## src/logic/fud_defs.svh

```systemverilog
// fud_defs.svh: offsets, field positions, codes and reset values of the format decoder
// assumes: included by its bare name from the design files
`ifndef FUD_DEFS_SVH
`define FUD_DEFS_SVH

`define FUD_OPCODE_FORMAT 8'h04
`define FUD_CDB_LAST      3'h5
`define FUD_B1_DEFECT_DATA_FOLLOWS     4
`define FUD_B1_REPLACE_GROWN_LIST     3
`define FUD_B1_FMT_HI     2
`define FUD_B1_FMT_LO     0
`define FUD_FMT_INDEX     3'h4
`define FUD_FMT_PHYS      3'h5
`define FUD_FMT_VENDOR    3'h6
`define FUD_FMT_RSVD      3'h7
`define FUD_HDR_FOV       7
`define FUD_HDR_EXCL      6
`define FUD_HDR_FLAGS_HI  23
`define FUD_HDR_FLAGS_LO  16
`define FUD_HDR_LEN_HI    15
`define FUD_HDR_BYTES     4'h4
`define FUD_LBA_BYTES     4'h4
`define FUD_PHYS_BYTES    4'h8
`define FUD_LBA_SHIFT     2
`define FUD_PHYS_SHIFT    3

`define FUD_REG_CTRL      8'h00
`define FUD_REG_SPARE     8'h04
`define FUD_REG_FACTORY   8'h08
`define FUD_REG_GROWN     8'h0c
`define FUD_REG_STATUS    8'h10
`define FUD_REG_OPTS      8'h14
`define FUD_CTRL_FILL     0
`define FUD_STAT_CHECK    4
`define FUD_STAT_BUSY     5
`define FUD_RST_FILL      1'b0

`endif

```

## src/logic/fud_pkg.sv

```systemverilog
// fud_pkg: types shared by the format decoder
// assumes: constants live in fud_defs.svh
package fud_pkg;

  typedef enum logic [2:0] {S_IDLE, S_CDB, S_HDR, S_DESC, S_FMT, S_DONE} fud_state_type;

endpackage : fud_pkg

```

## src/logic/fud_collect.sv

```systemverilog
// fud_collect: gathers bytes msb first into header and descriptor words
// assumes: take_i only while the owner accepts a byte
`timescale 1ns/10ps
`include "fud_defs.svh"

module fud_collect #(
  parameter int MAXB = 8
) (
  input  wire logic        clk_i,
  input  wire logic        rst_i,
  input  wire logic        ce_i,
  input  wire logic        clr_i,
  input  wire logic        take_i,
  input  wire logic [7:0]  byte_i,
  input  wire logic [3:0]  size_i,
  output logic      [3:0]  cnt_o,
  output logic      [63:0] word_o,
  output logic             word_v_o
);

  logic [63:0] acc_r;
  logic [63:0] acc_nxt;
  logic        last_c;

  if (MAXB < 8 || MAXB > 8)
  begin : g_chk
    $error("fud_collect: MAXB must be 8");
  end

  assign acc_nxt = {acc_r[55:0], byte_i};
  assign last_c  = (cnt_o == size_i - 4'h1);

  always_ff @(posedge clk_i)
  begin
    if (rst_i || (ce_i && clr_i))
    begin
      acc_r    <= 64'h0;
      cnt_o    <= 4'h0;
      word_v_o <= 1'b0;
      word_o   <= 64'h0;
    end
    else if (ce_i)
    begin
      word_v_o <= take_i && last_c;
      if (take_i && last_c)
      begin
        word_o <= acc_nxt;
        acc_r  <= 64'h0;
        cnt_o  <= 4'h0;
      end
      else if (take_i)
      begin
        acc_r <= acc_nxt;
        cnt_o <= cnt_o + 4'h1;
      end
    end
  end

endmodule : fud_collect

```

## src/logic/fud_format_unit.sv

```systemverilog
// fud_format_unit: format command decoder with defect list intake, wishbone registers
// assumes: cdb bytes arrive in order while idle; medium engine answers fmt_done_i
//
// Contract
// - first command byte 04 selects the format command; rest decoded from it.
// - format maps blocks past defects; total defects limited by spare blocks.
// - defect-data flag set means a data-out defect list is taken into map.
// - defect-data flag clear means no data-out phase, no header, no descriptors.
// - supplied entries refer to current block length and logical addresses.
// - replace flag set drops earlier supplied list; new list plus factory defects.
// - replace flag clear adds supplied entries to existing defects.
// - byte 1 bits 2..0 pick logical, physical sector or index offset descriptors.
// - byte 2 is the fill byte, used only when fill enable is set.
// - interleave bytes ignored; one to one interleave always.
// - don't-care command bits accepted at either value, behaviour unchanged.
// - defect list opens with four byte header, length in bytes 2 and 3.
// - logical descriptors are four bytes; length four times count, may be zero.
// - physical and index descriptors are eight bytes; length eight times count.
// - all eight defect handling options also work with physical descriptors.
// - header byte 1 holds options-valid in bit 7, factory exclude in bit 6.
// - options-valid clear uses defaults for bits 4..6; set honours them. Code acts on bit 6 only; bits 5 and 4 have no effect.
// - factory exclude set leaves out the factory map; included by default.
`timescale 1ns/10ps
`include "fud_defs.svh"

module fud_format_unit #(
  parameter int CNT_W = 16
) (
  input  wire logic        clk_i,
  input  wire logic        rst_i,
  input  wire logic        ce_i,
  input  wire logic        wb_cyc_i,
  input  wire logic        wb_stb_i,
  input  wire logic        wb_we_i,
  input  wire logic [7:0]  wb_adr_i,
  input  wire logic [3:0]  wb_sel_i,
  input  wire logic [31:0] wb_dat_i,
  output logic      [31:0] wb_dat_o,
  output logic             wb_ack_o,
  input  wire logic        cdb_valid_i,
  input  wire logic [7:0]  cdb_byte_i,
  input  wire logic        dout_valid_i,
  input  wire logic [7:0]  dout_byte_i,
  output logic             dout_ready_o,
  output logic             data_out_req_o,
  output logic             defect_valid_o,
  output logic      [63:0] defect_desc_o,
  output logic             defect_phys_o,
  output logic             fmt_start_o,
  input  wire logic        fmt_done_i,
  output logic             fill_en_o,
  output logic      [7:0]  fill_byte_o,
  output logic             use_factory_o,
  output logic             keep_grown_o,
  output logic             status_valid_o,
  output logic             status_check_o
);

  fud_pkg::fud_state_type state_r;
  fud_pkg::fud_state_type state_nxt;

  logic [2:0]       cdb_cnt_r;
  logic [7:0]       opcode_r;
  logic [7:0]       cdb1_r;
  logic [7:0]       cdb2_r;
  logic [7:0]       hdr1_r;
  logic [15:0]      remain_r;
  logic [CNT_W+1:0] need_r;
  logic             check_r;
  logic             fill_pat_en_r;
  logic [CNT_W-1:0] spare_r;
  logic [CNT_W-1:0] factory_r;
  logic [CNT_W-1:0] grown_r;
  logic [31:0]      rd_c;
  logic [31:0]      mrg_c;
  logic             wr_c;
  logic             cdb_take_c;
  logic             cdb_last_c;
  logic             dout_take_c;
  logic [3:0]       col_size_c;
  logic [3:0]       col_cnt;
  logic [63:0]      col_word;
  logic             col_v;
  logic [7:0]       hflags_c;
  logic [15:0]      hlen_c;
  logic             phys_c;
  logic             bad_fmt_c;
  logic             len_bad_c;
  logic [15:0]      prov_c;
  logic             use_fac_c;
  logic             keep_gr_c;
  logic [CNT_W+1:0] need_c;
  logic             over_c;
  logic             go_fmt_c;
  logic             go_err_c;
  logic             ready_nxt;

  if (CNT_W < 16 || CNT_W > 24)
  begin : g_chk
    $error("fud_format_unit: CNT_W must be 16..24");
  end

  function automatic logic [31:0] fud_merge(input logic [31:0] old,
                                            input logic [31:0] dat,
                                            input logic [3:0]  sel);
    logic [31:0] m;
    m = 32'h0;
    for (int i = 0; i < 4; i++)
      m[i*8 +: 8] = {8{sel[i]}};
    return (old & ~m) | (dat & m);
  endfunction : fud_merge

  assign wr_c        = wb_cyc_i && wb_stb_i && wb_we_i && !wb_ack_o;
  // old register value from the read mux, merged with the enabled write bytes
  assign mrg_c       = fud_merge(rd_c, wb_dat_i, wb_sel_i);
  assign cdb_take_c  = cdb_valid_i && (state_r == fud_pkg::S_IDLE || state_r == fud_pkg::S_CDB);
  assign cdb_last_c  = cdb_take_c && (cdb_cnt_r == `FUD_CDB_LAST);
  assign dout_take_c = dout_valid_i && dout_ready_o;

  // format bits
  // only bit 2 splits descriptor size; bits 1..0 are don't-care for logical format
  assign phys_c     = cdb1_r[`FUD_B1_FMT_HI];
  assign bad_fmt_c  = (cdb1_r[`FUD_B1_FMT_HI:`FUD_B1_FMT_LO] == `FUD_FMT_VENDOR) ||
                      (cdb1_r[`FUD_B1_FMT_HI:`FUD_B1_FMT_LO] == `FUD_FMT_RSVD);
  assign col_size_c = (state_r == fud_pkg::S_HDR) ? `FUD_HDR_BYTES :
                      (phys_c ? `FUD_PHYS_BYTES : `FUD_LBA_BYTES);

  assign hflags_c = (state_r == fud_pkg::S_HDR) ?
                    col_word[`FUD_HDR_FLAGS_HI:`FUD_HDR_FLAGS_LO] : 8'h00;
  assign hlen_c   = (state_r == fud_pkg::S_HDR) ? col_word[`FUD_HDR_LEN_HI:0] : 16'h0;

  assign len_bad_c = phys_c ? (hlen_c[`FUD_PHYS_SHIFT-1:0] != 3'h0) :
                              (hlen_c[`FUD_LBA_SHIFT-1:0] != 2'h0);
  assign prov_c    = phys_c ? (hlen_c >> `FUD_PHYS_SHIFT) : (hlen_c >> `FUD_LBA_SHIFT);

  assign use_fac_c = !(hflags_c[`FUD_HDR_FOV] && hflags_c[`FUD_HDR_EXCL]);
  assign keep_gr_c = !(cdb1_r[`FUD_B1_DEFECT_DATA_FOLLOWS] && cdb1_r[`FUD_B1_REPLACE_GROWN_LIST]);

  assign need_c = (CNT_W+2)'(prov_c) +
                  (use_fac_c ? (CNT_W+2)'(factory_r) : (CNT_W+2)'(0)) +
                  (keep_gr_c ? (CNT_W+2)'(grown_r) : (CNT_W+2)'(0));
  assign over_c = need_c > (CNT_W+2)'(spare_r);

  always_comb
  begin
    state_nxt = state_r;
    go_fmt_c  = 1'b0;
    go_err_c  = 1'b0;
    case (state_r)
      fud_pkg::S_IDLE:
        if (cdb_take_c)
          state_nxt = fud_pkg::S_CDB;
      fud_pkg::S_CDB:
        if (cdb_last_c)
        begin
          if (opcode_r != `FUD_OPCODE_FORMAT)
            state_nxt = fud_pkg::S_IDLE;
          else if (cdb1_r[`FUD_B1_DEFECT_DATA_FOLLOWS])
          begin
            go_err_c  = bad_fmt_c;
            state_nxt = bad_fmt_c ? fud_pkg::S_DONE : fud_pkg::S_HDR;
          end
          else
          begin
            go_err_c  = over_c;
            go_fmt_c  = !over_c;
            state_nxt = over_c ? fud_pkg::S_DONE : fud_pkg::S_FMT;
          end
        end
      fud_pkg::S_HDR:
        if (col_v)
        begin
          go_err_c  = len_bad_c || over_c;
          go_fmt_c  = !go_err_c && (hlen_c == 16'h0);
          state_nxt = go_err_c ? fud_pkg::S_DONE :
                      (go_fmt_c ? fud_pkg::S_FMT : fud_pkg::S_DESC);
        end
      fud_pkg::S_DESC:
        if (col_v && remain_r == 16'h0)
        begin
          go_fmt_c  = 1'b1;
          state_nxt = fud_pkg::S_FMT;
        end
      fud_pkg::S_FMT:
        if (fmt_done_i)
          state_nxt = fud_pkg::S_DONE;
      fud_pkg::S_DONE:
        state_nxt = fud_pkg::S_IDLE;
      default:
        state_nxt = fud_pkg::S_IDLE;
    endcase
  end

  assign ready_nxt = (state_nxt == fud_pkg::S_HDR &&
                      !(dout_take_c && col_cnt == col_size_c - 4'h1) && !col_v) ||
                     (state_nxt == fud_pkg::S_DESC &&
                      !(dout_take_c && remain_r == 16'h1) && remain_r != 16'h0);

  always_ff @(posedge clk_i)
  begin
    if (rst_i)
      state_r <= fud_pkg::S_IDLE;
    else if (ce_i)
      state_r <= state_nxt;
  end

  always_ff @(posedge clk_i)
  begin
    if (rst_i)
    begin
      cdb_cnt_r <= 3'h0;
      opcode_r  <= 8'h00;
      cdb1_r    <= 8'h00;
      cdb2_r    <= 8'h00;
    end
    else if (ce_i && cdb_take_c)
    begin
      cdb_cnt_r <= cdb_last_c ? 3'h0 : cdb_cnt_r + 3'h1;
      case (cdb_cnt_r)
        3'h0: opcode_r <= cdb_byte_i;
        3'h1: cdb1_r   <= cdb_byte_i;
        3'h2: cdb2_r   <= cdb_byte_i;
        default: ;
      endcase
    end
  end

  always_ff @(posedge clk_i)
  begin
    if (rst_i)
    begin
      hdr1_r   <= 8'h00;
      remain_r <= 16'h0;
      need_r   <= '0;
      check_r  <= 1'b0;
    end
    else if (ce_i)
    begin
      if (state_r == fud_pkg::S_IDLE)
        hdr1_r <= 8'h00;
      if (state_r == fud_pkg::S_HDR && col_v)
      begin
        hdr1_r   <= hflags_c;
        remain_r <= hlen_c;
      end
      else if (state_r == fud_pkg::S_DESC && dout_take_c)
        remain_r <= remain_r - 16'h1;
      if ((state_r == fud_pkg::S_CDB && cdb_last_c) || (state_r == fud_pkg::S_HDR && col_v))
        need_r <= need_c;
      if (state_nxt == fud_pkg::S_DONE)
        check_r <= go_err_c;
    end
  end

  always_ff @(posedge clk_i)
  begin
    if (rst_i)
    begin
      dout_ready_o   <= 1'b0;
      data_out_req_o <= 1'b0;
    end
    else if (ce_i)
    begin
      dout_ready_o   <= ready_nxt;
      data_out_req_o <= state_nxt == fud_pkg::S_HDR || state_nxt == fud_pkg::S_DESC;
    end
  end

  fud_collect #(
    .MAXB(8)
  ) u_collect (
    .clk_i    (clk_i),
    .rst_i    (rst_i),
    .ce_i     (ce_i),
    .clr_i    (state_r == fud_pkg::S_IDLE),
    .take_i   (dout_take_c),
    .byte_i   (dout_byte_i),
    .size_i   (col_size_c),
    .cnt_o    (col_cnt),
    .word_o   (col_word),
    .word_v_o (col_v)
  );

  always_ff @(posedge clk_i)
  begin
    if (rst_i)
    begin
      defect_valid_o <= 1'b0;
      defect_desc_o  <= 64'h0;
      defect_phys_o  <= 1'b0;
    end
    else if (ce_i)
    begin
      defect_valid_o <= state_r == fud_pkg::S_DESC && col_v;
      if (state_r == fud_pkg::S_DESC && col_v)
      begin
        defect_desc_o <= col_word;
        defect_phys_o <= phys_c;
      end
    end
  end

  always_ff @(posedge clk_i)
  begin
    if (rst_i)
    begin
      fmt_start_o   <= 1'b0;
      fill_en_o     <= 1'b0;
      fill_byte_o   <= 8'h00;
      use_factory_o <= 1'b1;
      keep_grown_o  <= 1'b1;
    end
    else if (ce_i)
    begin
      fmt_start_o <= go_fmt_c;
      if (go_fmt_c)
      begin
        fill_en_o     <= fill_pat_en_r;
        fill_byte_o   <= cdb2_r;
        use_factory_o <= (state_r == fud_pkg::S_DESC) ?
                         !(hdr1_r[`FUD_HDR_FOV] && hdr1_r[`FUD_HDR_EXCL]) : use_fac_c;
        keep_grown_o  <= keep_gr_c;
      end
    end
  end

  always_ff @(posedge clk_i)
  begin
    if (rst_i)
    begin
      status_valid_o <= 1'b0;
      status_check_o <= 1'b0;
    end
    else if (ce_i)
    begin
      status_valid_o <= state_r == fud_pkg::S_DONE;
      if (state_r == fud_pkg::S_DONE)
        status_check_o <= check_r;
    end
  end

  always_ff @(posedge clk_i)
  begin
    if (rst_i)
    begin
      fill_pat_en_r <= `FUD_RST_FILL;
      spare_r       <= '0;
      factory_r     <= '0;
      grown_r       <= '0;
    end
    else if (ce_i && wr_c)
    begin
      if (wb_adr_i == `FUD_REG_CTRL)
        fill_pat_en_r <= mrg_c[`FUD_CTRL_FILL];
      else if (wb_adr_i == `FUD_REG_SPARE)
        spare_r <= mrg_c[CNT_W-1:0];
      else if (wb_adr_i == `FUD_REG_FACTORY)
        factory_r <= mrg_c[CNT_W-1:0];
      else if (wb_adr_i == `FUD_REG_GROWN)
        grown_r <= mrg_c[CNT_W-1:0];
    end
  end

  always_comb
  begin
    rd_c = 32'h0;
    if (wb_adr_i == `FUD_REG_CTRL)
      rd_c[`FUD_CTRL_FILL] = fill_pat_en_r;
    else if (wb_adr_i == `FUD_REG_SPARE)
      rd_c = 32'(spare_r);
    else if (wb_adr_i == `FUD_REG_FACTORY)
      rd_c = 32'(factory_r);
    else if (wb_adr_i == `FUD_REG_GROWN)
      rd_c = 32'(grown_r);
    else if (wb_adr_i == `FUD_REG_STATUS)
    begin
      rd_c[2:0]             = state_r;
      rd_c[`FUD_STAT_CHECK] = check_r;
      rd_c[`FUD_STAT_BUSY]  = state_r != fud_pkg::S_IDLE;
    end
    else if (wb_adr_i == `FUD_REG_OPTS)
      rd_c = {8'h00, cdb2_r, hdr1_r, cdb1_r};
  end

  always_ff @(posedge clk_i)
  begin
    if (rst_i)
    begin
      wb_ack_o <= 1'b0;
      wb_dat_o <= 32'h0;
    end
    else if (ce_i)
    begin
      wb_ack_o <= wb_cyc_i && wb_stb_i && !wb_ack_o;
      if (wb_cyc_i && wb_stb_i && !wb_ack_o)
        wb_dat_o <= wb_we_i ? 32'h0 : rd_c;
    end
  end
endmodule : fud_format_unit

```

## config.mk

```make
export PLATFORM = sky130hd
export DESIGN_NAME = fud_format_unit
export DESIGN_NICKNAME = d
export VERILOG_FILES = /design/src/logic/fud_pkg.sv /design/src/logic/fud_collect.sv /design/src/logic/fud_format_unit.sv
export VERILOG_INCLUDE_DIRS = /design/src /design/src/logic
export SDC_FILE = /design/constraint.sdc
export NUM_CORES = 1
export LEC_CHECK = 0
export BUFFER_PORTS_ARGS = -buffer_cell sky130_fd_sc_hd__buf_4
export CAP_MARGIN = 10
export CORE_MARGIN = 3
export CORE_UTILIZATION = 45
export CTS_CLUSTER_SIZE = 25
export DETAILED_ROUTE_END_ITERATION = 10
export HOLD_SLACK_MARGIN = 0.02
export PLACE_DENSITY = 0.73
export SETUP_SLACK_MARGIN = 0.02
export SKIP_CTS_REPAIR_TIMING = 1
export SLEW_MARGIN = 20
export SYNTH_ARGS = -nofsm -noshare
export SYNTH_HDL_FRONTEND = slang
export SYNTH_SLANG_ARGS = --single-unit
```

## constraint.sdc

```tcl
create_clock -name clk_i -period 5.27 [get_ports clk_i]
set_input_delay 0.7905 -clock clk_i [delete_from_list [all_inputs] [get_ports clk_i]]
set_output_delay 0.7905 -clock clk_i [all_outputs]
set_load 0.005 [all_outputs]
```

==> flow_metrics.env <==
export IMPL_place_hpwl_um=31470
export IMPL_cp_common_cell="inv_2"
export IMPL_drv_slew=0
export IMPL_stdcell_area_um2=18550
export IMPL_htreeDepth=2
export IMPL_grt_pass1_vias=13934
export IMPL_outcome="finished clean"
export IMPL_async_reset_ff_frac=0
export IMPL_hold_viol=0
export IMPL_ys_types=86
export IMPL_rows=67
export IMPL_tns_ps=0
export IMPL_cp_end_kind="register"
export IMPL_yosys_most_used_dff="dfxtp_1"
export IMPL_drc=0
export IMPL_utilization=0.5518
export IMPL_critPathSlowestCell="fa_1"
export IMPL_min_period_ps=5269
export IMPL_vias=14689
export IMPL_yosysTopAreaCell="dfxtp_1"
export IMPL_hp_class="register to register"
export IMPL_wl_per_cell_um=17.88
export IMPL_clock_skew_ps=32.73
export IMPL_placed_area_um2=16990
export IMPL_die_x_um=190.8
export IMPL_drt_iter0_drc=1440
export IMPL_syn_inst=1973
export IMPL_syn_to_final_growth_pct=20.76
export IMPL_antenna_left=0
export IMPL_seqCellArea_um2=6729
export IMPL_tritoncts="built"
export IMPL_grt_max_degree=111
export IMPL_cp_top_family="compound AO/OA/AOI/OAI gates"
export IMPL_insertedDiodeCount=0
export IMPL_antenna_found_initial=1
export IMPL_initial_utilization=0.4569
export IMPL_synthTopCellsByArea="dfxtp_1 44%, nand2_1 11%, a21oi_1 11%"
export IMPL_crit_fanout=8
export IMPL_wirelength_um=46000
export IMPL_root_buffer="clkbuf_16"
export IMPL_dp_slack_ps=-188.0
export IMPL_synthTopCellsByCount="447 x nand2_1, 336 x dfxtp_1, 324 x a21oi_1"
export IMPL_grt_use_met3=0.03438
export IMPL_multiInputGateArea_um2=8130
export IMPL_ys_seq_elements=336
export IMPL_cts_made_buffers=36
export IMPL_overflow=0
export IMPL_crit_arrival_ps=5670
export IMPL_ir_drop_v=0.0002397
export IMPL_die_h_um=190.8
export IMPL_path_buf_inv=3
export IMPL_n_fill_cell=3094
export IMPL_via_per_inst=5.711
export IMPL_clk_pin_slew_ps=60
export IMPL_clockBufferDepth=3
export IMPL_synth_edf_count=0
export IMPL_ys_seq_area_frac=0.4379
export IMPL_nets=2226
export IMPL_syn_area_per_cell_um2=7.785
export IMPL_max_freq_mhz=189.8
export IMPL_grt_pass1_wl_um=71860
export IMPL_synth_most_common_cell="nand2_1"
export IMPL_relSlewSlack=0.2294
export IMPL_crit_type="register to register"
export IMPL_gr_usage_met2=0.4055
export IMPL_power_leakage_nw=6.822
export IMPL_grt_busiest_layer="met2"
export IMPL_cp_start_kind="register"
export IMPL_cts_sinks=336
export IMPL_worst_path_largest_cell_delay_ps=550
export IMPL_placedCellCount=2499
export IMPL_finalCritPeriodShare=0.9999
export IMPL_coreArea_um2=33620
export IMPL_setup_violations=0
export IMPL_first_pass_iters=6
export IMPL_die_area_um2=36390
export IMPL_required_ps=5670
export IMPL_yosysTopAreaCellShare=0.4379
export IMPL_grt_usage=0.2408
export IMPL_yosys_warnings=0
export IMPL_grtUsageMet1=0.3098
export IMPL_setup_ws_ps=0.6954
export IMPL_netlist_area_um2=15360
export IMPL_rsz0062_at_grt="yes"
export IMPL_port_buffers=157
export IMPL_drive_gt1_frac=0.1831
export IMPL_powerDensity_nw_per_um2=281.5
export IMPL_gp_congestion=0.9290
export IMPL_worst_pin_slew_ps=1156
export IMPL_insertion_delay_ps=540
export IMPL_drv_cap=0
export IMPL_final_cells=2572
export IMPL_io_pin_count=184
worst paths after layout:
path	start	end	slack, ps	depth (start not counted)
setup / recovery	state_r[2]	check_r	0.7	27
hold / removal	u_collect.word_o[27]	defect_desc_o[27]	450	2
setup reg to reg	state_r[2]	check_r	0.7	27
hold reg to reg	u_collect.word_o[27]	defect_desc_o[27]	450	2
state kept, by name (all words and copies together), names as in the netlist, 16 cells and up:
register,count
defect_desc_o,64
u_collect.word_o,64
u_collect.acc_r,56
wb_dat_o,24
factory_r,16
grown_r,16
remain_r,16
spare_r,16
layout by cell type, fill, tap and decap left out, types with 9 or more instances in the layout:
master	synthesis	routed
nand2_1	447	438
dfxtp_1	336	334
a21oi_1	324	317
buf_4	9	219
nor2_1	149	147
nand3_1	109	102
inv_1	63	60
a211oi_1	55	53
o21ai_0	44	40
ha_1	40	36
clkbuf_16	0	36
nor3_1	21	18
a22oi_1	16	16
mux2_2	14	14
o22ai_1	14	14
fa_1	15	14
or3_1	13	13
nor4_1	14	13
o21ai_2	0	10
and2_1	9	9
nand2_2	1	9
worst min-delay path: stages, from the launching register on:
cell     delay (ps)
dfxtp_1         310
nand2_1          50
a21oi_1          50
final cells by class:
cell class              instances  area share
well taps                     448     0.03022
flip-flops and latches        336      0.3628
clock buffers                  52     0.05613
clock inverters                 8    0.005599
repair buffers                227     0.09397
inverters                      64     0.01295
multi-input cells            1437      0.4383
per-stage QoR:
stage               power (mW)  hold slack, ps
floorplan                2.731           431.6
global placement         2.801           441.7
detailed placement       2.805           444.8
CTS                      5.235           454.0
global route             5.366           470.1
finish                   5.221           451.1
routing by layer:
layer | wire, um | vias to the layer above
met3 | 2881 | 132
li1 | - | 7022
met1 | 19140 | 6975
met2 | 21980 | 558
met5 | 20 | -
met4 | 1980 | 2
cell families after synthesis:
family                   synth area share
adder cells (fa/ha/maj)           0.05213
flip-flops                         0.4379
multiplexers                      0.01157
XOR/XNOR                         0.008554
AND/OR/NAND/NOR                    0.2303
other                           0.0002441
AO/OA/AOI/OAI                      0.2037
buffers and inverters             0.05556
power by group:
| group | total [mW] | internal (mW) | switching (mW) |
|---|---|---|---|
| Sequential | 2.56 | 2.55 | 0.00811 |
| Combinational | 0.208 | 0.0624 | 0.145 |
| Clock | 2.46 | 1.43 | 1.03 |
| Total | 5.22 | 4.04 | 1.18 |
Note: power is estimated with default switching activity, not from simulation.
